==> src/design/mdc_regs.svh <==
// Constants of the multichannel converter control port
`ifndef MDC_REGS_SVH
`define MDC_REGS_SVH
// ----------------------------------------
// Widths and channel numbers
// ----------------------------------------
`define MDC_CODE_W 14
`define MDC_NCH 32
`define MDC_OFFS_CH 6'h20
`define MDC_ALL_CH 6'h3F
`define MDC_FRAME_BITS 5'h14
// ----------------------------------------
// Synchronised pin vector layout
// ----------------------------------------
`define MDC_P_ADDR 4:0
`define MDC_P_OFFS 5
`define MDC_P_WRN 6
`define MDC_P_CSN 7
`define MDC_P_CAL 8
`define MDC_P_IFC 9
`define MDC_P_SCLK 10
`define MDC_P_DIN 11
`define MDC_P_TRK 12
`define MDC_P_SHO 13
`define MDC_PIN_RST 14'h189F
// ----------------------------------------
// Timing
// ----------------------------------------
`define MDC_CLK_NS 100
`define MDC_ACQ_NS 16000
`define MDC_RST_MIN_NS 90
`define MDC_RST_MAX_NS 200
`define MDC_ACQ_CYC (`MDC_ACQ_NS / `MDC_CLK_NS)
`define MDC_RST_MIN_CYC ((`MDC_RST_MIN_NS + `MDC_CLK_NS - 1) / `MDC_CLK_NS)
`define MDC_RST_MAX_CYC (`MDC_RST_MAX_NS / `MDC_CLK_NS)
`endif

==> src/design/mdc_pkg.sv <==
// Types and helpers of the multichannel converter control port
package mdc_pkg;
  typedef logic [13:0] mdc_code_t;
  typedef logic [5:0] mdc_chan_t;
  typedef enum logic [2:0] {
    MDC_IDLE = 3'h1,
    MDC_ACQ = 3'h2,
    MDC_TRACK = 3'h4
  } mdc_state_t;

  // Offset select overrides the five address bits
  function automatic mdc_chan_t mdc_chan_of(input logic offs, input logic [4:0] addr);
    mdc_chan_of = offs ? 6'h20 : {1'b0, addr};
  endfunction : mdc_chan_of
endpackage : mdc_pkg

==> src/design/mdc_port.sv <==
// Control port: parallel and serial access, acquisition, track and reset
`timescale 1ns/1ns
`include "mdc_regs.svh"
module mdc_port
  import mdc_pkg::*;
(
  input wire logic clk_sys,
  input wire logic rst_n,
  input wire logic [4:0] channel_number_inputs,
  input wire logic offset_sel,
  input wire logic wr_n,
  input wire logic cs_sync_n,
  input wire logic acquire_all,
  input wire logic interface_choice,
  input wire logic serial_clk,
  input wire logic serial_din,
  input wire logic track_rst_n,
  input wire logic sample_hold_operation,
  input wire logic [13:0] analog_input,
  output logic busy_n,
  output logic serial_dout,
  output logic upd_valid,
  output logic [5:0] upd_chan,
  output logic [13:0] upd_code,
  output logic track_route,
  output logic [5:0] track_chan,
  output logic [13:0] zero_shift_output
);
  localparam int ACQ_N = `MDC_ACQ_CYC;
  localparam logic [7:0] ACQ_LAST = 8'(`MDC_ACQ_CYC - 1);
  localparam logic [1:0] RMIN = 2'(`MDC_RST_MIN_CYC);
  localparam logic [1:0] RMAX = 2'(`MDC_RST_MAX_CYC);

  // ----------------------------------------
  // Pin synchronisers
  // ----------------------------------------
  logic [13:0] pin_raw;
  logic [13:0] s1_q;
  logic [13:0] s2_q;
  logic [13:0] s3_q;
  assign pin_raw = {sample_hold_operation, track_rst_n, serial_din, serial_clk,
                    interface_choice, acquire_all, cs_sync_n, wr_n, offset_sel,
                    channel_number_inputs};

  // Third stage only feeds the edge detectors
  always_ff @(posedge clk_sys) begin
    if (!rst_n) begin
      s1_q <= `MDC_PIN_RST;
      s2_q <= `MDC_PIN_RST;
      s3_q <= `MDC_PIN_RST;
    end else begin
      s1_q <= pin_raw;
      s2_q <= s1_q;
      s3_q <= s2_q;
    end
  end

  logic ser_mode;
  logic frame;
  logic frame_start;
  logic frame_end;
  logic sclk_fall;
  logic sclk_rise;
  logic par_go;
  logic cal_go;
  logic trk_rise;
  mdc_chan_t par_ch;
  assign ser_mode = s2_q[`MDC_P_IFC];
  assign frame = ser_mode && !s2_q[`MDC_P_CSN];
  assign frame_start = frame && s3_q[`MDC_P_CSN];
  assign frame_end = ser_mode && s2_q[`MDC_P_CSN] && !s3_q[`MDC_P_CSN];
  assign sclk_fall = !s2_q[`MDC_P_SCLK] && s3_q[`MDC_P_SCLK];
  assign sclk_rise = s2_q[`MDC_P_SCLK] && !s3_q[`MDC_P_SCLK];
  assign par_go = !ser_mode && !s2_q[`MDC_P_CSN] && !s2_q[`MDC_P_WRN]
                  && (s3_q[`MDC_P_CSN] || s3_q[`MDC_P_WRN]);
  assign cal_go = !ser_mode && s2_q[`MDC_P_CAL] && !s3_q[`MDC_P_CAL];
  assign par_ch = mdc_chan_of(s2_q[`MDC_P_OFFS], s2_q[`MDC_P_ADDR]);
  assign trk_rise = s2_q[`MDC_P_TRK] && !s3_q[`MDC_P_TRK];

  // ----------------------------------------
  // Code memory
  // ----------------------------------------
  mdc_code_t code_q [0:32];
  mdc_chan_t rb_ch_q;
  mdc_code_t rb_code;
  assign rb_code = code_q[rb_ch_q];

  // ----------------------------------------
  // Serial shifter
  // ----------------------------------------
  logic [19:0] shin_q;
  logic [19:0] shin_d;
  logic [4:0] bits_q;
  logic [4:0] bits_d;
  mdc_code_t shout_q;
  mdc_code_t shout_d;
  logic dout_q;
  logic dout_d;
  logic ser_wr;
  mdc_chan_t ser_ch;
  assign ser_ch = mdc_chan_of(shin_q[19], shin_q[18:14]);
  assign ser_wr = frame_end && bits_q == `MDC_FRAME_BITS;

  always_comb begin
    shin_d = shin_q;
    bits_d = bits_q;
    shout_d = shout_q;
    dout_d = dout_q;
    if (frame_start) begin
      bits_d = 5'h00;
      shout_d = rb_code;
    end else if (frame) begin
      if (sclk_fall && bits_q != `MDC_FRAME_BITS) begin
        shin_d = {shin_q[18:0], s2_q[`MDC_P_DIN]};
        bits_d = bits_q + 5'h01;
      end
      if (sclk_rise) begin
        dout_d = shout_q[13];
        shout_d = {shout_q[12:0], 1'b0};
      end
    end
  end

  // ----------------------------------------
  // Acquisition, track and soft reset
  // ----------------------------------------
  mdc_state_t st_q;
  mdc_state_t st_d;
  logic [7:0] cnt_q;
  logic [7:0] cnt_d;
  logic [1:0] low_q;
  logic [1:0] low_d;
  mdc_chan_t sel_q;
  mdc_chan_t sel_d;
  logic all_q;
  logic all_d;
  logic soft_rst;
  logic req;
  logic req_all;
  mdc_chan_t req_ch;
  logic wr_en;
  logic wr_all;
  mdc_chan_t wr_ch;
  mdc_code_t wr_code;
  mdc_chan_t rb_ch_d;

  assign soft_rst = trk_rise && low_q >= RMIN && low_q <= RMAX;
  assign req = par_go || cal_go || (ser_wr && s2_q[`MDC_P_SHO]);
  assign req_all = cal_go && !par_go;
  assign req_ch = par_go ? par_ch : ser_ch;

  always_comb begin
    st_d = st_q;
    cnt_d = cnt_q;
    sel_d = sel_q;
    all_d = all_q;
    rb_ch_d = rb_ch_q;
    low_d = 2'h0;
    wr_en = 1'b0;
    wr_all = 1'b0;
    wr_ch = sel_q;
    wr_code = analog_input;
    if (!s2_q[`MDC_P_TRK]) begin
      low_d = (low_q == 2'h3) ? low_q : low_q + 2'h1;
    end
    if (ser_wr) begin
      rb_ch_d = ser_ch;
    end
    unique case (st_q)
      MDC_IDLE: begin
        if (req) begin
          sel_d = req_ch;
          all_d = req_all;
          if (s2_q[`MDC_P_TRK]) begin
            st_d = MDC_ACQ;
            cnt_d = 8'h00;
          end
        end else if (low_q > RMAX && trk_rise) begin
          st_d = MDC_ACQ;
          cnt_d = 8'h00;
        end else if (low_q > RMAX) begin
          st_d = MDC_TRACK;
        end
        if (ser_wr && !s2_q[`MDC_P_SHO]) begin
          wr_en = 1'b1;
          wr_ch = ser_ch;
          wr_code = shin_q[13:0];
        end
      end
      MDC_ACQ: begin
        cnt_d = cnt_q + 8'h01;
        if (cnt_q == ACQ_LAST) begin
          st_d = MDC_IDLE;
          wr_en = 1'b1;
          wr_all = all_q;
        end
      end
      MDC_TRACK: begin
        if (req) begin
          sel_d = req_ch;
          all_d = req_all;
        end
        if (trk_rise) begin
          st_d = MDC_ACQ;
          cnt_d = 8'h00;
        end
      end
      default: begin
        st_d = MDC_IDLE;
      end
    endcase
  end

  // Soft reset clears the same state as the reset pin except the pin synchronisers
  always_ff @(posedge clk_sys) begin
    if (!rst_n || soft_rst) begin
      for (int i = 0; i <= `MDC_NCH; i++) begin
        code_q[i] <= '0;
      end
      shin_q <= '0;
      bits_q <= 5'h00;
      shout_q <= '0;
      dout_q <= 1'b0;
      st_q <= MDC_IDLE;
      cnt_q <= 8'h00;
      low_q <= 2'h0;
      sel_q <= 6'h00;
      all_q <= 1'b0;
      rb_ch_q <= 6'h00;
      busy_n <= 1'b1;
      serial_dout <= 1'b0;
      upd_valid <= 1'b0;
      upd_chan <= 6'h00;
      upd_code <= '0;
      track_route <= 1'b0;
      track_chan <= 6'h00;
      zero_shift_output <= '0;
    end else begin
      if (wr_en) begin
        for (int i = 0; i < `MDC_NCH; i++) begin
          if (wr_all || wr_ch == 6'(i)) begin
            code_q[i] <= wr_code;
          end
        end
        if (!wr_all && wr_ch == `MDC_OFFS_CH) begin
          code_q[32] <= wr_code;
          zero_shift_output <= wr_code;
        end
      end
      shin_q <= shin_d;
      bits_q <= bits_d;
      shout_q <= shout_d;
      dout_q <= dout_d;
      st_q <= st_d;
      cnt_q <= cnt_d;
      low_q <= low_d;
      sel_q <= sel_d;
      all_q <= all_d;
      rb_ch_q <= rb_ch_d;
      busy_n <= st_d != MDC_ACQ;
      serial_dout <= dout_d;
      upd_valid <= wr_en;
      upd_chan <= wr_all ? `MDC_ALL_CH : wr_ch;
      upd_code <= wr_code;
      track_route <= st_d != MDC_IDLE;
      track_chan <= sel_d;
    end
  end
endmodule : mdc_port

==> config.mk <==
export PLATFORM = sky130hd
export DESIGN_NAME = mdc_port
export DESIGN_NICKNAME = d
export VERILOG_FILES = /design/src/design/mdc_pkg.sv /design/src/design/mdc_port.sv
export VERILOG_INCLUDE_DIRS = /design/src /design/src/design
export SDC_FILE = /design/constraint.sdc
export NUM_CORES = 1
export LEC_CHECK = 0
export BUFFER_PORTS_ARGS = -buffer_cell sky130_fd_sc_hd__buf_2
export CAP_MARGIN = 20
export CORE_MARGIN = 5
export CORE_UTILIZATION = 69
export CTS_BUF_LIST = sky130_fd_sc_hd__clkbuf_4
export CTS_CLUSTER_SIZE = 25
export DETAILED_ROUTE_END_ITERATION = 6
export HOLD_SLACK_MARGIN = 0.05
export PLACE_DENSITY = 0.83
export SYNTH_ARGS = -nofsm -noshare
export SYNTH_HDL_FRONTEND = slang
export SYNTH_SLANG_ARGS = --single-unit
export TNS_END_PERCENT = 50
==> constraint.sdc <==
create_clock -name clk_sys -period 11.1 [get_ports clk_sys]
set_input_delay 3.33 -clock clk_sys [delete_from_list [all_inputs] [get_ports clk_sys]]
set_output_delay 3.33 -clock clk_sys [all_outputs]
set_load 0.02 [all_outputs]
Yosys cells after proc, flatten, opt, wreduce, memory -nomap -nowiden

Memories as Yosys holds them, arrays and structs flattened. A register that Yosys moved wholly into a read port is not among the register bits.
Index checks and enable logic that the tools add are counted.

$add $sub $neg: 3
$lt $le $gt $ge: 3
Equal/unequal tests: 44
Muxes and demuxes: 197
Bitwise gates (word level): 34
Reduce and logical (&&, ||, !) cells: 83

Operators with widths:

| cell                  | count |
|---|---|
| $mux W14              | 38 |
| $mux W1               | 138 |
| $eq A6 B5 Y1 const B  | 16 |
| $eq A6 B4 Y1 const B  | 8 |
| $mux W6               | 8 |
| $logic_or A1 B1 Y1    | 36 |
| $or A1 B1 Y1          | 33 |
| $mux W8               | 4 |
| $eq A6 B3 Y1 const B  | 4 |
| $pmux W8 S3           | 1 |
| $logic_and A1 B1 Y1   | 21 |
| $mux W3               | 6 |
| $eq A6 B2 Y1 const B  | 2 |
| $logic_not A1 Y1      | 12 |
| $pmux W3 S3           | 1 |
| $add A8 B1 Y8 const B | 1 |
| $eq A8 B8 Y1 const B  | 1 |
| $reduce_and A2 Y1     | 4 |
| $eq A6 B1 Y1 const B  | 1 |
| $eq A6 B6 Y1 const B  | 1 |
| $logic_not A6 Y1      | 1 |
| $ne A3 B3 Y1 const B  | 2 |
| $reduce_and A3 Y1     | 2 |
| $reduce_or A2 Y1      | 3 |
| other kinds (19)      | 20 |

Register bits: 144
RAM bits: 462
Input port bits: 30
Output and inout bits: 44
Word-level logic and storage cells: 384
Memories: 1

Memory list:

| memory | words | bits a word | read ports | clocked after memory_dff | write ports | RTL line       | source |
|---|---|---|---|---|---|---|---|
| code_q | 33    | 14          | 1          | 1                        | 33          | mdc_port.sv:83 | `mdc_code_t code_q [0:32];` |

Depth between registers and ports, before layout

Word-level depth: 13
Mapped depth: 11
Depth with buffers taken out: 8

Worst setup path before layout

No wires, ideal clock.

Path type: input to register
Start: input rst_n
End: memory code_q[0][10] (netlist name) (data pin)
Setup time: 0.382 ns
Arrival time: 5.381 ns
Data required time: 10.718 ns
Slack: 5.337 ns
Cell stages on the path: 6
Buffers on the path: 2
Cell sequence: clkbuf_1 o31ai_2 nor2_1 o41ai_4 buf_6 a21oi_1

RTL lines:

| element            | RTL line       | source |
|---|---|---|
| start: declaration | mdc_port.sv:8  | `input wire logic rst_n,` |
| end: declaration   | mdc_port.sv:83 |  |

==> results_dict.tcl <==
set metrics [dict create \
    die_w_um 196.4 \
    worstMarginPinSlew_ns 1.127 \
    dpl_worst_slack_ns 4.249 \
    period_minus_slack_ns 5.877 \
    crit_arrival_ns 6.49 \
    maxSlewViolCount 0 \
    yosysSeqAreaShare_pct 69.72 \
    route.detailed.drc 0 \
    fmax_mhz 170.1 \
    synthTopCellsByArea "edfxtp_1 58%, mux4_2 13%, dfxtp_1 12%" \
    grt_overflow_total 0 \
    synth-compound-area-share_pct 4.655 \
    synth_fp_nets 1526 \
    clock_latency_ns 0.86 \
    grt_pass1_vias 14360 \
    drt_iter0_drc 1986 \
    required_ns 11.71 \
    antenna_found_initial 1 \
    yosys.area_share.simple_pct 8.015 \
    ctsRootBufferMaster "clkbuf_4" \
    yosys_warnings 0 \
    skew_ns 0.07432 \
    drive_gt1_share_pct 30.38 \
    syn_inst 1490 \
    peakVddDrop_mv 0.1151 \
    syn2layout_area_growth_pct 11.36 \
    path_common_cell "buf_4" \
    crit_type "primary input to flip-flop" \
    ys_dominant_reg_cell "edfxtp_1" \
    grt_setup_unrepaired "no" \
    synth_largest_area_cell "edfxtp_1" \
    ant_nets 0 \
    period_share_pct 52.95 \
    synth-xor-area-share_pct 0.4383 \
    synth.distinct_cells 69 \
    ios 74 \
    yosys.cell_count.top_type "edfxtp_1" \
    cts_hold_buffers 0 \
    grt_max_degree 74 \
    nets 1684 \
    cp-start-kind "primary input" \
    fp.dieH_um 196.4 \
    wirelength_mm 54.54 \
    dp_hpwl_mm 33.54 \
    cp_cell_sequence "buf_2, o31ai_4, buf_4, nor2_2, buf_4, o41ai_4, buf_6, a21oi_2, buf_4" \
    p_leak_nw 9.626 \
    core_area_um2 34460 \
    route.detailed.wl_per_inst_um 24.63 \
    dr.pass1.iters 6 \
    synth_edf_count 462 \
    syn_area_per_cell_um2 16.09 \
    async_flop_share_pct 0 \
    htree_levels 4 \
    nFillCells 1906 \
    p_per_area_nw_per_um2 169.7 \
    min_path_type "flip-flop to flip-flop" \
    synth_top_area_share_pct 57.86 \
    maxCapViolations 0 \
    synth_top_family_by_area "multiplexers" \
    cts_tree "yes" \
    die-area_um2 38580 \
    ys_ff_latch 604 \
    viasPerCell 6.427 \
    fin_ws_ns 5.223 \
    yosys.area_share.adder_pct 0.3131 \
    cts_max_path_buffers 3 \
    cts_setup_buffers 0 \
    end_kind "flip-flop" \
    synthTopCellsByCount "462 x edfxtp_1, 185 x nand2_1, 142 x dfxtp_1" \
    finalSetupTns_ns 0 \
    synth_area_um2 23980 \
    gp_congestion 0.8782 \
    cpMaxStageDelayCell "a21oi_2" \
    vias 14230 \
    cp_max_fo 73 \
    cts.sinks 604 \
    muxShareOfSynthArea_pct 14.76 \
    slew_headroom_pct 24.25 \
    grt_first_pass_wirelength_mm 83.55 \
    status "finished, final reports clean" \
    slowest_delay_ns 0.79 \
    cts.clk_slew.worst_paths_ns 0.06 \
    post_cts_resized 0 \
    cpLargestDelayFamily "buffers and inverters" \
    io_buffers 73 \
    start_util_pct 69.58 \
    rows 68 \
    numCtsBuffers 145 \
    grt_usage_pct 28.79 \
    crit_buf_inv 5 \
    hold_viol_final 0 \
    setup-violations-final 0 \
]
state kept, by name, summed over array words and instances (netlist names), 2 cells and up, named ones only:
| name | cells |
|---|---|
| bits_q | 5 |
| cnt_q | 8 |
| code_q | 462 |
| low_q | 2 |
| rb_ch_q | 6 |
| s1_q | 14 |
| s2_q | 14 |
| s3_q | 5 |
| sel_q | 6 |
| shin_q | 20 |
| shout_q | 14 |
| st_q | 3 |
| upd_chan | 6 |
| upd_code | 14 |
| zero_shift_output | 14 |
through the flow:
step	power (mW)	utilization (%)	hold WS, ns	instances	area [um2]
after floorplan	2.682	-	0.3863	1490	23980
after global placement	2.736	71.77	0.3884	1950	24730
after detailed placement	2.750	71.81	0.3918	1952	24750
after CTS	4.552	77.30	0.4058	2209	26640
after global routing	4.708	77.48	0.4260	2214	26700
final	4.530	77.48	0.4037	2214	26700
where the power goes:
group          internal [mW]  leakage, nW  switching (mW)  total (mW)
Combinational         0.0562         2.68           0.113       0.169
Sequential              2.50         5.82          0.0311        2.54
Clock                  0.984         1.13           0.841        1.82
Total                   3.54         9.63           0.985        4.53
final cells by class:
type | instances | area (um2) | share of cell area [%]
multi-input combinational | 782 | 6845 | 25.64
clock buffer | 216 | 1622 | 6.073
clock inverter | 41 | 269.0 | 1.008
inverter | 12 | 45.04 | 0.1687
tap | 455 | 569.3 | 2.132
timing repair buffer | 103 | 621.8 | 2.329
sequential | 604 | 16720 | 62.64
antenna | 1 | 2.502 | 0.009372
logic make-up after synthesis:
group | Yosys count
flops | 604
simple gates | 398
compound gates | 188
mux | 178
buf+inv | 104
xor+xnor | 12
fa+ha+maj | 6
cells in the final DEF (no fill, tap or decap), types with 3 or more instances in the layout:
cell type	count
mux2_2	4
o21ai_0	42
a211oi_1	4
and2_1	16
nor2_1	75
xor2_1	11
inv_2	6
or3_1	5
nor4_2	3
nand4_1	6
buf_4	27
clkbuf_4	216
nand2_1	185
nor3_1	15
o2111ai_1	5
dfxtp_1	139
and3_1	3
mux4_2	140
a22oi_1	14
a21oi_2	14
ha_1	6
a31oi_1	8
nor4_1	5
edfxtp_1	462
bufinv_16	4
mux2i_1	34
buf_2	73
nor2b_1	4
clkinv_1	27
o211ai_1	3
nand3b_1	8
inv_1	12
a21oi_1	81
nand2b_1	29
or2_2	16
or3b_2	6
metal layers:
metal	up-vias	part of all wire, %	track usage [%]
met5	-	0	0
met4	0	3.8	11.90
met3	170	12	7.470
met2	999	47	43.17
met1	6924	37	41.40
li1	6137	-	-
worst paths after layout:
check / start / to / slack (ns) / depth (start not counted)
worst max-delay path: rst_n / code_q[10][9] / 5.22 / 9
worst min-delay path: s1_q[1] / s2_q[1] / 0.40 / 1
worst max register to register: st_q[1] / code_q[10][9] / 5.91 / 7
worst min register to register: s1_q[1] / s2_q[1] / 0.40 / 1
No activity file was read; power rests on OpenSTA's default activity.
